===== src/hw/pssr_defs.svh =====
`ifndef PSSR_DEFS_SVH
`define PSSR_DEFS_SVH
// Register offsets
`define PSSR_OFS_PORT_EN 16'h3c48
`define PSSR_OFS_GLOBAL_EN 16'h4141
`define PSSR_OFS_P5_SEL 16'h416e
`define PSSR_OFS_P6_SEL 16'h416f
`define PSSR_OFS_TIMEOUT 16'h4171
`define PSSR_OFS_LOW_TIME 16'h4176
// Field positions
`define PSSR_BIT_PORT5 5
`define PSSR_BIT_PORT6 6
`define PSSR_BIT_GLOBAL 0
// Reset values
`define PSSR_RST_PORT_EN 8'h00
`define PSSR_RST_GLOBAL_EN 8'h00
`define PSSR_RST_SEL 8'h00
`define PSSR_RST_TIMEOUT 3'h5
`define PSSR_RST_LOW_TIME 8'h05
// Pin select codes
`define PSSR_P5_SEL_A 8'h42
`define PSSR_P5_SEL_B 8'h05
`define PSSR_P6_SEL_A 8'h06
`define PSSR_P6_SEL_B 8'h04
// Stuck link state range
`define PSSR_LINK_STUCK_LO 4'h4
`define PSSR_LINK_STUCK_HI 4'h9
// Timing
`define PSSR_CLK_PERIOD_NS 5
`define PSSR_MS_NS 1000000
`define PSSR_TO_1_MS 12'd100
`define PSSR_TO_2_MS 12'd250
`define PSSR_TO_3_MS 12'd500
`define PSSR_TO_4_MS 12'd750
`define PSSR_TO_5_MS 12'd1000
`define PSSR_TO_6_MS 12'd2000
`define PSSR_LOW_BASE_MS 12'd350
`define PSSR_LOW_STEP_MS 12'd10
`endif


===== src/hw/pssr_pkg.sv =====
package pssr_pkg;
    // Watchdog states, one-hot
    typedef enum logic [2:0] {
        PSSR_OFF = 3'b001,
        PSSR_WATCH = 3'b010,
        PSSR_LOW = 3'b100
    } pssr_state_t;
    // Register access request
    typedef struct packed {
        logic wr;
        logic rd;
        logic [15:0] addr;
        logic [7:0] wdata;
    } pssr_reg_req_t;
    // Pin bank: [0] p5 opt A, [1] p5 opt B, [2] p6 opt A, [3] p6 opt B
    typedef struct packed {
        logic [3:0] level;
        logic [3:0] oe_n;
    } pssr_pins_t;
endpackage : pssr_pkg


===== src/hw/pssr_port_split.sv =====
`timescale 1ns/100ps
`include "pssr_defs.svh"

// Per-port link watchdog and power toggle
module pssr_port_wd #(
    parameter int MS_CYCLES = 200000
) (
    // Clock and reset
    input wire logic clk_sys_in,
    input wire logic rst_n_in,
    // Control
    input wire logic enable_in,
    input wire logic [3:0] link_state_in,
    input wire logic [11:0] timeout_ms_in,
    input wire logic [11:0] low_ms_in,
    // Status
    output logic power_out,
    output logic low_active_out
);
    import pssr_pkg::*;

    pssr_state_t state;
    pssr_state_t next_state;
    logic [17:0] cyc;
    logic [11:0] ms;
    logic [3:0] prev_link;
    logic stuck;
    logic ms_wrap;
    logic expired;
    logic low_done;

    ////////////////////////////////////////////////////////////////
    // Stuck detection
    // Judged from link state
    always_ff @(posedge clk_sys_in or negedge rst_n_in) begin
        if (!rst_n_in) begin
            prev_link <= 4'h0;
        end else begin
            prev_link <= link_state_in;
        end
    end

    assign stuck = (link_state_in >= `PSSR_LINK_STUCK_LO) &&
                   (link_state_in <= `PSSR_LINK_STUCK_HI) &&
                   (link_state_in == prev_link);

    assign ms_wrap = (cyc == 18'(MS_CYCLES - 1));
    // Code zero never expires
    assign expired = (timeout_ms_in != 12'h000) && (ms == timeout_ms_in);
    assign low_done = (ms == low_ms_in);

    ////////////////////////////////////////////////////////////////
    // State machine
    // Watch while enabled
    always_comb begin
        next_state = state;
        case (state)
            PSSR_OFF: begin
                if (enable_in) begin
                    next_state = PSSR_WATCH;
                end
            end
            PSSR_WATCH: begin
                if (!enable_in) begin
                    next_state = PSSR_OFF;
                end else if (expired) begin
                    next_state = PSSR_LOW;
                end
            end
            PSSR_LOW: begin
                if (!enable_in) begin
                    next_state = PSSR_OFF;
                end else if (low_done) begin
                    next_state = PSSR_WATCH;
                end
            end
            default: begin
                next_state = PSSR_OFF;
            end
        endcase
    end

    always_ff @(posedge clk_sys_in or negedge rst_n_in) begin
        if (!rst_n_in) begin
            state <= PSSR_OFF;
        end else begin
            state <= next_state;
        end
    end

    ////////////////////////////////////////////////////////////////
    // Per-port ms timer, private prescaler keeps timing exact
    // Clear and restart on expiry
    always_ff @(posedge clk_sys_in or negedge rst_n_in) begin
        if (!rst_n_in) begin
            cyc <= 18'h00000;
            ms <= 12'h000;
        end else if (next_state != state) begin
            cyc <= 18'h00000;
            ms <= 12'h000;
        end else if (state == PSSR_WATCH && !stuck) begin
            // Any movement of the link restarts the wait
            cyc <= 18'h00000;
            ms <= 12'h000;
        end else if (state == PSSR_OFF) begin
            cyc <= 18'h00000;
            ms <= 12'h000;
        end else if (ms_wrap) begin
            cyc <= 18'h00000;
            ms <= ms + 12'h001;
        end else begin
            cyc <= cyc + 18'h00001;
        end
    end

    assign power_out = (state == PSSR_WATCH);
    assign low_active_out = (state == PSSR_LOW);
endmodule : pssr_port_wd

module pssr_port_split #(
    parameter int MS_CYCLES = `PSSR_MS_NS / `PSSR_CLK_PERIOD_NS
) (
    // Clock and reset
    input wire logic clk_sys_in,
    input wire logic rst_n_in,
    // Register access
    input wire pssr_pkg::pssr_reg_req_t reg_req_in,
    output logic [7:0] reg_rdata_out,
    output logic reg_rvalid_out,
    // Link training state, ports 5 and 6
    input wire logic [3:0] link_state_p5_in,
    input wire logic [3:0] link_state_p6_in,
    // USB 2.0 port power, ports 5 and 6
    input wire logic [1:0] usb2_power_req_in,
    output logic [1:0] port_power_control_pin_out,
    // Split SuperSpeed power pins
    output pssr_pkg::pssr_pins_t split_superspeed_power_pin_out,
    // Status
    output logic [1:0] link_reset_active_out
);
    import pssr_pkg::*;

    logic [7:0] split_port_enable_mask;
    logic split_global_enable;
    logic [7:0] port5_split_pin_select;
    logic [7:0] port6_split_pin_select;
    logic [2:0] link_timeout_select;
    logic [7:0] link_reset_low_time;
    logic [11:0] timeout_ms;
    logic [11:0] low_ms;
    logic [1:0] port_en;
    logic [1:0] power;
    logic [1:0] low_active;
    logic [7:0] next_rdata;

    ////////////////////////////////////////////////////////////////
    // Register writes, settings come from the register access port
    // Loaded through access port
    // Only bits 5 and 6 stored
    always_ff @(posedge clk_sys_in or negedge rst_n_in) begin
        if (!rst_n_in) begin
            split_port_enable_mask <= `PSSR_RST_PORT_EN;
        end else if (reg_req_in.wr && reg_req_in.addr == `PSSR_OFS_PORT_EN) begin
            split_port_enable_mask <= 8'h00;
            split_port_enable_mask[`PSSR_BIT_PORT5] <= reg_req_in.wdata[`PSSR_BIT_PORT5];
            split_port_enable_mask[`PSSR_BIT_PORT6] <= reg_req_in.wdata[`PSSR_BIT_PORT6];
        end
    end

    always_ff @(posedge clk_sys_in or negedge rst_n_in) begin
        if (!rst_n_in) begin
            split_global_enable <= 1'(`PSSR_RST_GLOBAL_EN);
        end else if (reg_req_in.wr && reg_req_in.addr == `PSSR_OFS_GLOBAL_EN) begin
            split_global_enable <= reg_req_in.wdata[`PSSR_BIT_GLOBAL];
        end
    end

    // Pin select registers
    always_ff @(posedge clk_sys_in or negedge rst_n_in) begin
        if (!rst_n_in) begin
            port5_split_pin_select <= `PSSR_RST_SEL;
            port6_split_pin_select <= `PSSR_RST_SEL;
        end else if (reg_req_in.wr) begin
            if (reg_req_in.addr == `PSSR_OFS_P5_SEL) begin
                port5_split_pin_select <= reg_req_in.wdata;
            end
            if (reg_req_in.addr == `PSSR_OFS_P6_SEL) begin
                port6_split_pin_select <= reg_req_in.wdata;
            end
        end
    end

    always_ff @(posedge clk_sys_in or negedge rst_n_in) begin
        if (!rst_n_in) begin
            link_timeout_select <= `PSSR_RST_TIMEOUT;
        end else if (reg_req_in.wr && reg_req_in.addr == `PSSR_OFS_TIMEOUT) begin
            link_timeout_select <= reg_req_in.wdata[2:0];
        end
    end

    // Toggle low time code
    always_ff @(posedge clk_sys_in or negedge rst_n_in) begin
        if (!rst_n_in) begin
            link_reset_low_time <= `PSSR_RST_LOW_TIME;
        end else if (reg_req_in.wr && reg_req_in.addr == `PSSR_OFS_LOW_TIME) begin
            link_reset_low_time <= reg_req_in.wdata;
        end
    end

    ////////////////////////////////////////////////////////////////
    // Register reads, unmapped and reserved bits read zero
    always_comb begin
        next_rdata = 8'h00;
        case (reg_req_in.addr)
            `PSSR_OFS_PORT_EN: next_rdata = split_port_enable_mask;
            `PSSR_OFS_GLOBAL_EN: next_rdata = {7'h00, split_global_enable};
            `PSSR_OFS_P5_SEL: next_rdata = port5_split_pin_select;
            `PSSR_OFS_P6_SEL: next_rdata = port6_split_pin_select;
            `PSSR_OFS_TIMEOUT: next_rdata = {5'h00, link_timeout_select};
            `PSSR_OFS_LOW_TIME: next_rdata = link_reset_low_time;
            default: next_rdata = 8'h00;
        endcase
    end

    always_ff @(posedge clk_sys_in or negedge rst_n_in) begin
        if (!rst_n_in) begin
            reg_rdata_out <= 8'h00;
            reg_rvalid_out <= 1'b0;
        end else begin
            reg_rvalid_out <= reg_req_in.rd;
            if (reg_req_in.rd) begin
                reg_rdata_out <= next_rdata;
            end
        end
    end

    ////////////////////////////////////////////////////////////////
    // Timing decode
    // Timeout code table
    always_comb begin
        case (link_timeout_select)
            3'h1: timeout_ms = `PSSR_TO_1_MS;
            3'h2: timeout_ms = `PSSR_TO_2_MS;
            3'h3: timeout_ms = `PSSR_TO_3_MS;
            3'h4: timeout_ms = `PSSR_TO_4_MS;
            3'h5: timeout_ms = `PSSR_TO_5_MS;
            3'h6: timeout_ms = `PSSR_TO_6_MS;
            // Reserved code treated as never, safer than a guess
            default: timeout_ms = 12'h000;
        endcase
    end

    // 350 ms plus 10 ms steps
    assign low_ms = `PSSR_LOW_BASE_MS + (`PSSR_LOW_STEP_MS * {4'h0, link_reset_low_time});

    assign port_en[0] = split_global_enable && split_port_enable_mask[`PSSR_BIT_PORT5];
    assign port_en[1] = split_global_enable && split_port_enable_mask[`PSSR_BIT_PORT6];

    ////////////////////////////////////////////////////////////////
    // Watchdogs for the two splittable ports
    pssr_port_wd #(
        .MS_CYCLES(MS_CYCLES)
    ) u_wd_p5 (
        .clk_sys_in(clk_sys_in),
        .rst_n_in(rst_n_in),
        .enable_in(port_en[0]),
        .link_state_in(link_state_p5_in),
        .timeout_ms_in(timeout_ms),
        .low_ms_in(low_ms),
        .power_out(power[0]),
        .low_active_out(low_active[0])
    );

    pssr_port_wd #(
        .MS_CYCLES(MS_CYCLES)
    ) u_wd_p6 (
        .clk_sys_in(clk_sys_in),
        .rst_n_in(rst_n_in),
        .enable_in(port_en[1]),
        .link_state_in(link_state_p6_in),
        .timeout_ms_in(timeout_ms),
        .low_ms_in(low_ms),
        .power_out(power[1]),
        .low_active_out(low_active[1])
    );

    ////////////////////////////////////////////////////////////////
    // Pin outputs
    // USB 2.0 power passes unchanged
    always_ff @(posedge clk_sys_in or negedge rst_n_in) begin
        if (!rst_n_in) begin
            port_power_control_pin_out <= 2'b00;
        end else begin
            port_power_control_pin_out <= usb2_power_req_in;
        end
    end

    // Output only, nothing sampled
    // An unknown select code leaves both pins of its own port undriven
    always_ff @(posedge clk_sys_in or negedge rst_n_in) begin
        if (!rst_n_in) begin
            split_superspeed_power_pin_out.level <= 4'h0;
            split_superspeed_power_pin_out.oe_n <= 4'hf;
        end else begin
            split_superspeed_power_pin_out.level <= {power[1], power[1], power[0], power[0]};
            split_superspeed_power_pin_out.oe_n[0] <=
                !(port_en[0] && port5_split_pin_select == `PSSR_P5_SEL_A);
            split_superspeed_power_pin_out.oe_n[1] <=
                !(port_en[0] && port5_split_pin_select == `PSSR_P5_SEL_B);
            split_superspeed_power_pin_out.oe_n[2] <=
                !(port_en[1] && port6_split_pin_select == `PSSR_P6_SEL_A);
            split_superspeed_power_pin_out.oe_n[3] <=
                !(port_en[1] && port6_split_pin_select == `PSSR_P6_SEL_B);
        end
    end

    // Toggle status for firmware
    always_ff @(posedge clk_sys_in or negedge rst_n_in) begin
        if (!rst_n_in) begin
            link_reset_active_out <= 2'b00;
        end else begin
            link_reset_active_out <= low_active;
        end
    end
endmodule : pssr_port_split


===== config.mk =====
export PLATFORM = sky130hd
export DESIGN_NAME = pssr_port_split
export DESIGN_NICKNAME = d
export VERILOG_FILES = /design/src/hw/pssr_pkg.sv /design/src/hw/pssr_port_split.sv
export VERILOG_INCLUDE_DIRS = /design/src /design/src/hw
export SDC_FILE = /design/constraint.sdc
export NUM_CORES = 1
export LEC_CHECK = 0
export ABC_AREA = 1
export BUFFER_PORTS_ARGS = -buffer_cell sky130_fd_sc_hd__buf_2
export CELL_PAD_IN_SITES_DETAIL_PLACEMENT = 1
export CELL_PAD_IN_SITES_GLOBAL_PLACEMENT = 1
export CORE_MARGIN = 1
export CORE_UTILIZATION = 37
export CTS_CLUSTER_DIAMETER = 60
export CTS_CLUSTER_SIZE = 40
export DETAILED_ROUTE_END_ITERATION = 16
export GPL_ROUTABILITY_DRIVEN = 0
export PLACE_DENSITY_LB_ADDON = 0.1
export SETUP_SLACK_MARGIN = 0.4
export SLEW_MARGIN = 5
export SYNTH_ARGS = -nofsm -noshare
export SYNTH_HDL_FRONTEND = slang
export SYNTH_SLANG_ARGS = --single-unit
export TNS_END_PERCENT = 5

===== constraint.sdc =====
create_clock -name clk_sys_in -period 3.7 [get_ports clk_sys_in]
set_input_delay 1.11 -clock clk_sys_in [delete_from_list [all_inputs] [get_ports clk_sys_in]]
set_output_delay 1.11 -clock clk_sys_in [all_outputs]
set_load 0.03 [all_outputs]

==> results.md, run 1 <==
- Clk Latency, worst-skew pair: between 0.4 and 0.5 ns
- Largest net degree at the start of global routing: between 60 and 70
- Number of global-route vias before repair: 6660
- Register area share after synthesis: 42.0%
- CTS Sinks: roughly 120
- Most frequent cell after synthesis: nand2_1
- Slew Limit Headroom: 58.6%
- Ys Warns: 0
- Final Cycle Share: 89.6%
- Max Cap Viol: 0
- Via/cell ratio: 4.97
- Die Y: 143 um
- CORE AREA: approximately 19000 um^2
- Synthesized area: 7360 um^2
- Status: finished, final reports clean
- H-tree depth: 4
- CP delay by family, top: simple AND/OR/NAND/NOR gates
- Hold Crit Class: register to register
- DRT Wirelength: between 20000 and 25000 um
- Startpoint Class: register
- Worst path bufs/invs: 2
- Avg Cell Area, Syn: 7.58 um^2
- Die W: 143 um
- Crit Path Category: register to register
- Async set or reset register ratio after synthesis: 100%
- Synth Flop Type: dfrtp_1
- Post-detail-place hpwl: around 15000 um
- CP endpoint kind: register
- Post-synth EDFFs: 0
- IO buf count: 58
- Overflow after GRT: 0
- Pre-antenna DRT Iters: 4
- CTS root buffer: clkbuf_16
- RSZ-0062 raised after global routing: true
- Synth top area share: 38.4%
- Share of cells above drive strength 1: 18.2%
- Via count: approximately 6600
- Area grow syn2layout: 23.0%
- Antenna diode count: 0
- Fin Clk Skew: 0.0111 ns
- Tmin final: 3.32 ns
- HP Start: reg_rdata_out[0]
- Antenna viol nets, final: 0
- Max clock buf depth: 2
- Clk slew on worst S/H paths: roughly 0.06 ns
- TNS Setup: 0 ns
- CP Launch Point: link_reset_low_time[2]
- Cells after Synth: 971
- Initial antenna violation count: 0
- Site row count: 51
- Synthesized net count: 1027
- Worst EP required: between 4 and 5 ns
- Fin. Hold Viols: 0
- Max Transition Viols Final: 0
- DRT iter0 DRCs: 237
- Slowest cell on the critical path: dfstp_2
- Total GRT Usage: 21.2%
- Most instantiated cells after synthesis: nand2_1 (199), inv_1 (145), nor2_1 (118)
- Critical path arrival: 3.68 ns
- Die area: ~20000 um^2
- Initial Util: 37.8%
- First-pass GRT wire length: ~33000 um
- Pwr Density: between 300 and 400 nW/um^2
- Top post-synthesis cells by area: dfrtp_1 (38%), nand2_1 (10%), inv_1 (7.4%), xor2_1 (6.8%), nor2_1 (6.0%)
- Synth area leader: dfrtp_1
- Leakage: 4.29 nW
- Max Clock Freq: 302 MHz
- DR DRC count: 0
- FF-to-FF Start: link_reset_low_time[2]
- Cell variety after synth: 44
- Hold_ws: 0.477 ns
- Routed length per placed instance: 15.6 um
- Slew @ Worst Pin: 0.621 ns
- Final setup violation count: 0
- TritonCTS clock tree: yes
- Most frequent CP cell: nor2_4
- Num CTS Buffers: 17
- Maximum VDD drop: 275 uV
- IO Count: 59
- Worst path cell trace: ha_1 -> ha_2 -> fa_2 -> nand2_2 -> nand2_4 -> inv_1 -> nand3_2 -> nand2_4 -> nor2_1 -> nor2_1 -> nand3_2 -> nor2_4 -> nand4_1 -> nand2_2 -> a21oi_2 -> nor2_4 -> nand3_4 -> clkbuf_16 -> nor2_4
- Seq cells post-synth: 123
- Max stage delay on crit path: 0.57 ns
- Nets: 1109
- CP max FO: 4
cell usage in the layout (no fill, tap or decap), types with 4 or more instances in the layout:
master	netlist	final
nand2_2	1	11
nand3_1	88	78
inv_8	0	4
clkbuf_16	0	19
nand3b_1	4	4
nor2_4	0	11
buf_6	1	4
bufinv_16	0	4
o21ai_0	50	49
nor2_1	118	100
nor3_1	25	25
inv_1	145	141
nand3_2	1	9
nor3b_1	4	4
buf_2	6	59
nand4_1	39	39
nand2_4	0	7
mux2_2	4	4
inv_6	0	5
nor2_2	4	11
inv_2	2	6
nor4_1	16	16
o22ai_1	7	7
ha_1	17	14
dfstp_2	10	10
nand2_1	199	182
dfrtp_1	113	112
a21oi_1	13	12
xor2_1	57	57
xnor2_1	13	13
buf_4	2	14
cells by family after synthesis:
group           count (synthesis)  synth area share (%)
compound gates                 88                  6.89
xor+xnor                       70                  8.33
fa+ha+maj                      18                  3.16
buf+inv                       165                  8.72
flops                         123                  42.0
mux                             4                 0.612
simple gates                  503                  30.3
through the flow:
step / power, mW / std cells / area [um^2] / setup WS [ns] / utilization, %
3_5_place_dp: 1.48 / 1288 / 8000 / 0.157 / 41.1
4_1_cts: 3.36 / 1322 / 8700 / 0.409 / 44.7
5_1_grt: 3.43 / 1331 / 9050 / 0.161 / 46.5
2_1_floorplan: 1.40 / 971 / 7360 / 0.628 / -
3_3_place_gp: 1.47 / 1288 / 8000 / 0.318 / 41.1
6_report: 3.31 / 1331 / 9050 / 0.385 / 46.5
timing repair:
action                                  4_1_cts  5_1_grt
resized for setup                            12       70
endpoints found under the setup margin       59       60
setup buffers                                 2        4
cloned                                        0        5
pin swaps                                     1       18
hold buffers                                  0        0
path summary, 6_finish.rpt:
| check | end | slack, ns | cells past startpoint |
|---|---|---|---|
| max in group asynchronous | split_superspeed_power_pin_out[0] | 2.26 | 2 |
| min in group asynchronous | u_wd_p6.prev_link[3] | 0.64 | 1 |
| max | u_wd_p6.cyc[16] | 0.38 | 19 |
| max reg2reg | u_wd_p6.cyc[16] | 0.38 | 19 |
| min reg2reg | reg_rdata_out[0] | 0.48 | 1 |
| min | reg_rdata_out[0] | 0.48 | 1 |
layout make-up:
class	instances	area (um^2)
Inverter	147	552
Clock inverter	15	225
Sequential cell	123	3090
Multi-Input combinational cell	683	3890
Clock buffer	17	425
Fill cell	2423	10400
Timing Repair Buffer	81	536
Tap cell	265	332
power breakdown:
| part | internal (mW) | switching [mW] |
|---|---|---|
| sequential | 1.35 | 0.00246 |
| combinational | 0.0294 | 0.0648 |
| clock | 1.16 | 0.709 |
| total | 2.54 | 0.776 |
sequential cells by signal, indices dropped and copies added, names as in the netlist, 4 cells and up:
signal and cells:
link_reset_low_time 8, port5_split_pin_select 8, port6_split_pin_select 8, reg_rdata_out 8
split_superspeed_power_pin_out 6, u_wd_p5.cyc 18, u_wd_p5.ms 12, u_wd_p5.prev_link 4
u_wd_p6.cyc 18, u_wd_p6.ms 12, u_wd_p6.prev_link 4
routing by layer:
| metal | global-route usage (%) | wire, um | up-vias |
|---|---|---|---|
| li1 | - | - | 3320 |
| met1 | 28.2 | 10200 | 3214 |
| met2 | 35.0 | 9880 | 65 |
| met3 | 3.79 | 405 | 21 |
| met4 | 6.23 | 302 | 0 |
| met5 | 0 | 0 | - |
No activity file was read; power rests on OpenSTA's default activity.
==> inputs of run 2 (changes only) <==
--- a/config.mk
+++ b/config.mk
@@ -7,7 +7,7 @@
 export NUM_CORES = 1
 export LEC_CHECK = 0
 export ABC_AREA = 1
-export BUFFER_PORTS_ARGS = -buffer_cell sky130_fd_sc_hd__buf_2
+export BUFFER_PORTS_ARGS = -buffer_cell sky130_fd_sc_hd__clkbuf_2
 export CELL_PAD_IN_SITES_DETAIL_PLACEMENT = 1
 export CELL_PAD_IN_SITES_GLOBAL_PLACEMENT = 1
 export CORE_MARGIN = 1
==> results.md, run 2 (same netlist as run 1, synthesis figures left out) <==
- Max Clock Freq: 302 MHz
- Final setup violation count: 0
- Commonest non-fill, non-tap cell in the layout: nand2_1
- Antenna diode count: 0
- Max Transition Viols Final: 0
- Die Y: around 140 um
- Initial Util: about 38%
- Total GRT Usage: between 20% and 30%
- Via/cell ratio: 5.01
- Maximum VDD drop: 306 uV
- CORE AREA: about 20000 um^2
- Top flop regs: u_wd_p5.cyc (18), u_wd_p6.cyc (18)
- TritonCTS clock tree: yes
- Max clock buf depth: 2
- Worst path cell trace: ha_2 -> ha_4 -> fa_2 -> nand3b_1 -> nand3_1 -> nand4_1 -> nor2_1 -> nand3_2 -> nor2_4 -> nand4_1 -> nand2_1 -> a21oi_2 -> nor2_4 -> nand3_4 -> clkbuf_16 -> nor2_2
- Worst path bufs/invs: 1
- Slowest cell on the critical path: dfstp_2
- Die W: 143 um
- Nets: 1111
- Multi-input logic area: 3990 um^2
- Largest net degree at the start of global routing: 54
- Die area: 20500 um^2
- Final Cycle Share: between 80% and 90%
- CP endpoint kind: register
- Met3 usage: 3.86%
- Num CTS Buffers: 17
- IO buf count: 58
- Fin Clk Skew: 0.0104 ns
- Most frequent cells in the layout: nand2_1 (178), inv_1 (140), dfrtp_1 (111)
- Number of global-route vias before repair: between 6000 and 7000
- Critical path arrival: around 3.7 ns
- Tmin final: 3.31 ns
- Via count: 6672
- Routed length per placed instance: approximately 16 um
- First-pass GRT wire length: roughly 33000 um
- Max Cap Viol: 0
- TNS Setup: 0 ns
- Hold Crit Class: register to register
- Overflow after GRT: 0
- Clk Latency, worst-skew pair: between 0.4 and 0.5 ns
- Met1 Usage GRT: 28.3%
- Startpoint Class: register
- DRT iter0 DRCs: ~280
- Status: finished, final reports clean
- Post-detail-place hpwl: 15100 um
- DRT Wirelength: ~21000 um
- Clk slew on worst S/H paths: around 0.06 ns
- M2 GR Usage: between 30% and 40%
- Busiest layer in global routing: met2
- Fin. Hold Viols: 0
- RSZ-0062 raised after global routing: true
- IO Count: 59
- CP max FO: 4
- Pre-antenna DRT Iters: 4
- Post-route cell area: ~9200 um^2
- Fillers: around 2400
- CTS Hold Bufs: 0
- CTS Sinks: 123
- Area grow syn2layout: 24.6%
- Slew Limit Headroom: slightly below 60%
- Worst EP required: 4.05 ns
- CP delay by family, top: simple AND/OR/NAND/NOR gates
- Crit Path Category: register to register
- CTS root buffer: clkbuf_16
- Pwr Density: around 360 nW/um^2
- Post-DP Area: 8000 um^2
- Max stage delay on crit path: 0.57 ns
- Leakage: 4.31 nW
- Initial antenna violation count: 0
- Share of cells above drive strength 1: 19.1%
- Slew @ Worst Pin: ~0.63 ns
- Sequential Area: 3090 um^2
- DR DRC count: 0
- Site row count: around 50
- Antenna viol nets, final: 0
- H-tree depth: 4
run 2: layout make-up:
class | count | share of cell area (%)
Sequential cell | 123 | 33.7
Tap cell | 265 | 3.62
Clock inverter | 12 | 2.02
Clock buffer | 20 | 4.87
Multi-Input combinational cell | 684 | 43.5
Inverter | 147 | 6.05
Timing Repair Buffer | 82 | 6.16
run 2: repair_timing:
action,4_1_cts,5_1_grt
resized for setup,10,90
pin swaps,1,26
setup buffers,2,6
cloned,0,5
endpoints found under the setup margin,59,60
run 2: final timing paths:
path	from	end	slack (ns)	depth (start not counted)
max	link_reset_low_time[2]	u_wd_p6.cyc[8]	0.39	16
min	u_wd_p6.cyc[0]	u_wd_p6.cyc[0]	0.46	1
max reg2reg	link_reset_low_time[2]	u_wd_p6.cyc[8]	0.39	16
min reg2reg	u_wd_p6.cyc[0]	u_wd_p6.cyc[0]	0.46	1
max in group asynchronous	rst_n_in	split_superspeed_power_pin_out[0]	2.25	2
min in group asynchronous	rst_n_in	u_wd_p6.prev_link[3]	0.62	1
run 2: power breakdown:
part	switching (mW)	internal, mW
Combinational	0.0653	0.0294
Sequential	0.00254	1.35
Clock	0.653	1.15
run 2: stage by stage:
| step | setup slack [ns] | utilization [%] | hold WS (ns) | instances | power [mW] |
|---|---|---|---|---|---|
| floorplan | 0.628 | - | 0.421 | 971 | 1.40 |
| global placement | 0.307 | 41.1 | 0.457 | 1288 | 1.47 |
| detailed placement | 0.142 | 41.1 | 0.465 | 1288 | 1.48 |
| CTS | 0.384 | 44.6 | 0.472 | 1322 | 3.30 |
| global route | 0.188 | 47.1 | 0.490 | 1333 | 3.36 |
| finish | 0.388 | 47.1 | 0.463 | 1333 | 3.26 |
run 2: layer usage:
| layer | part of all wire, % | vias to the layer above | routed length, um |
|---|---|---|---|
| met5 | 0 | - | 0 |
| met4 | 1.1 | 0 | 224 |
| met3 | 2.3 | 15 | 477 |
| met2 | 48 | 65 | 10100 |
| met1 | 48 | 3263 | 10200 |
| li1 | - | 3329 | - |
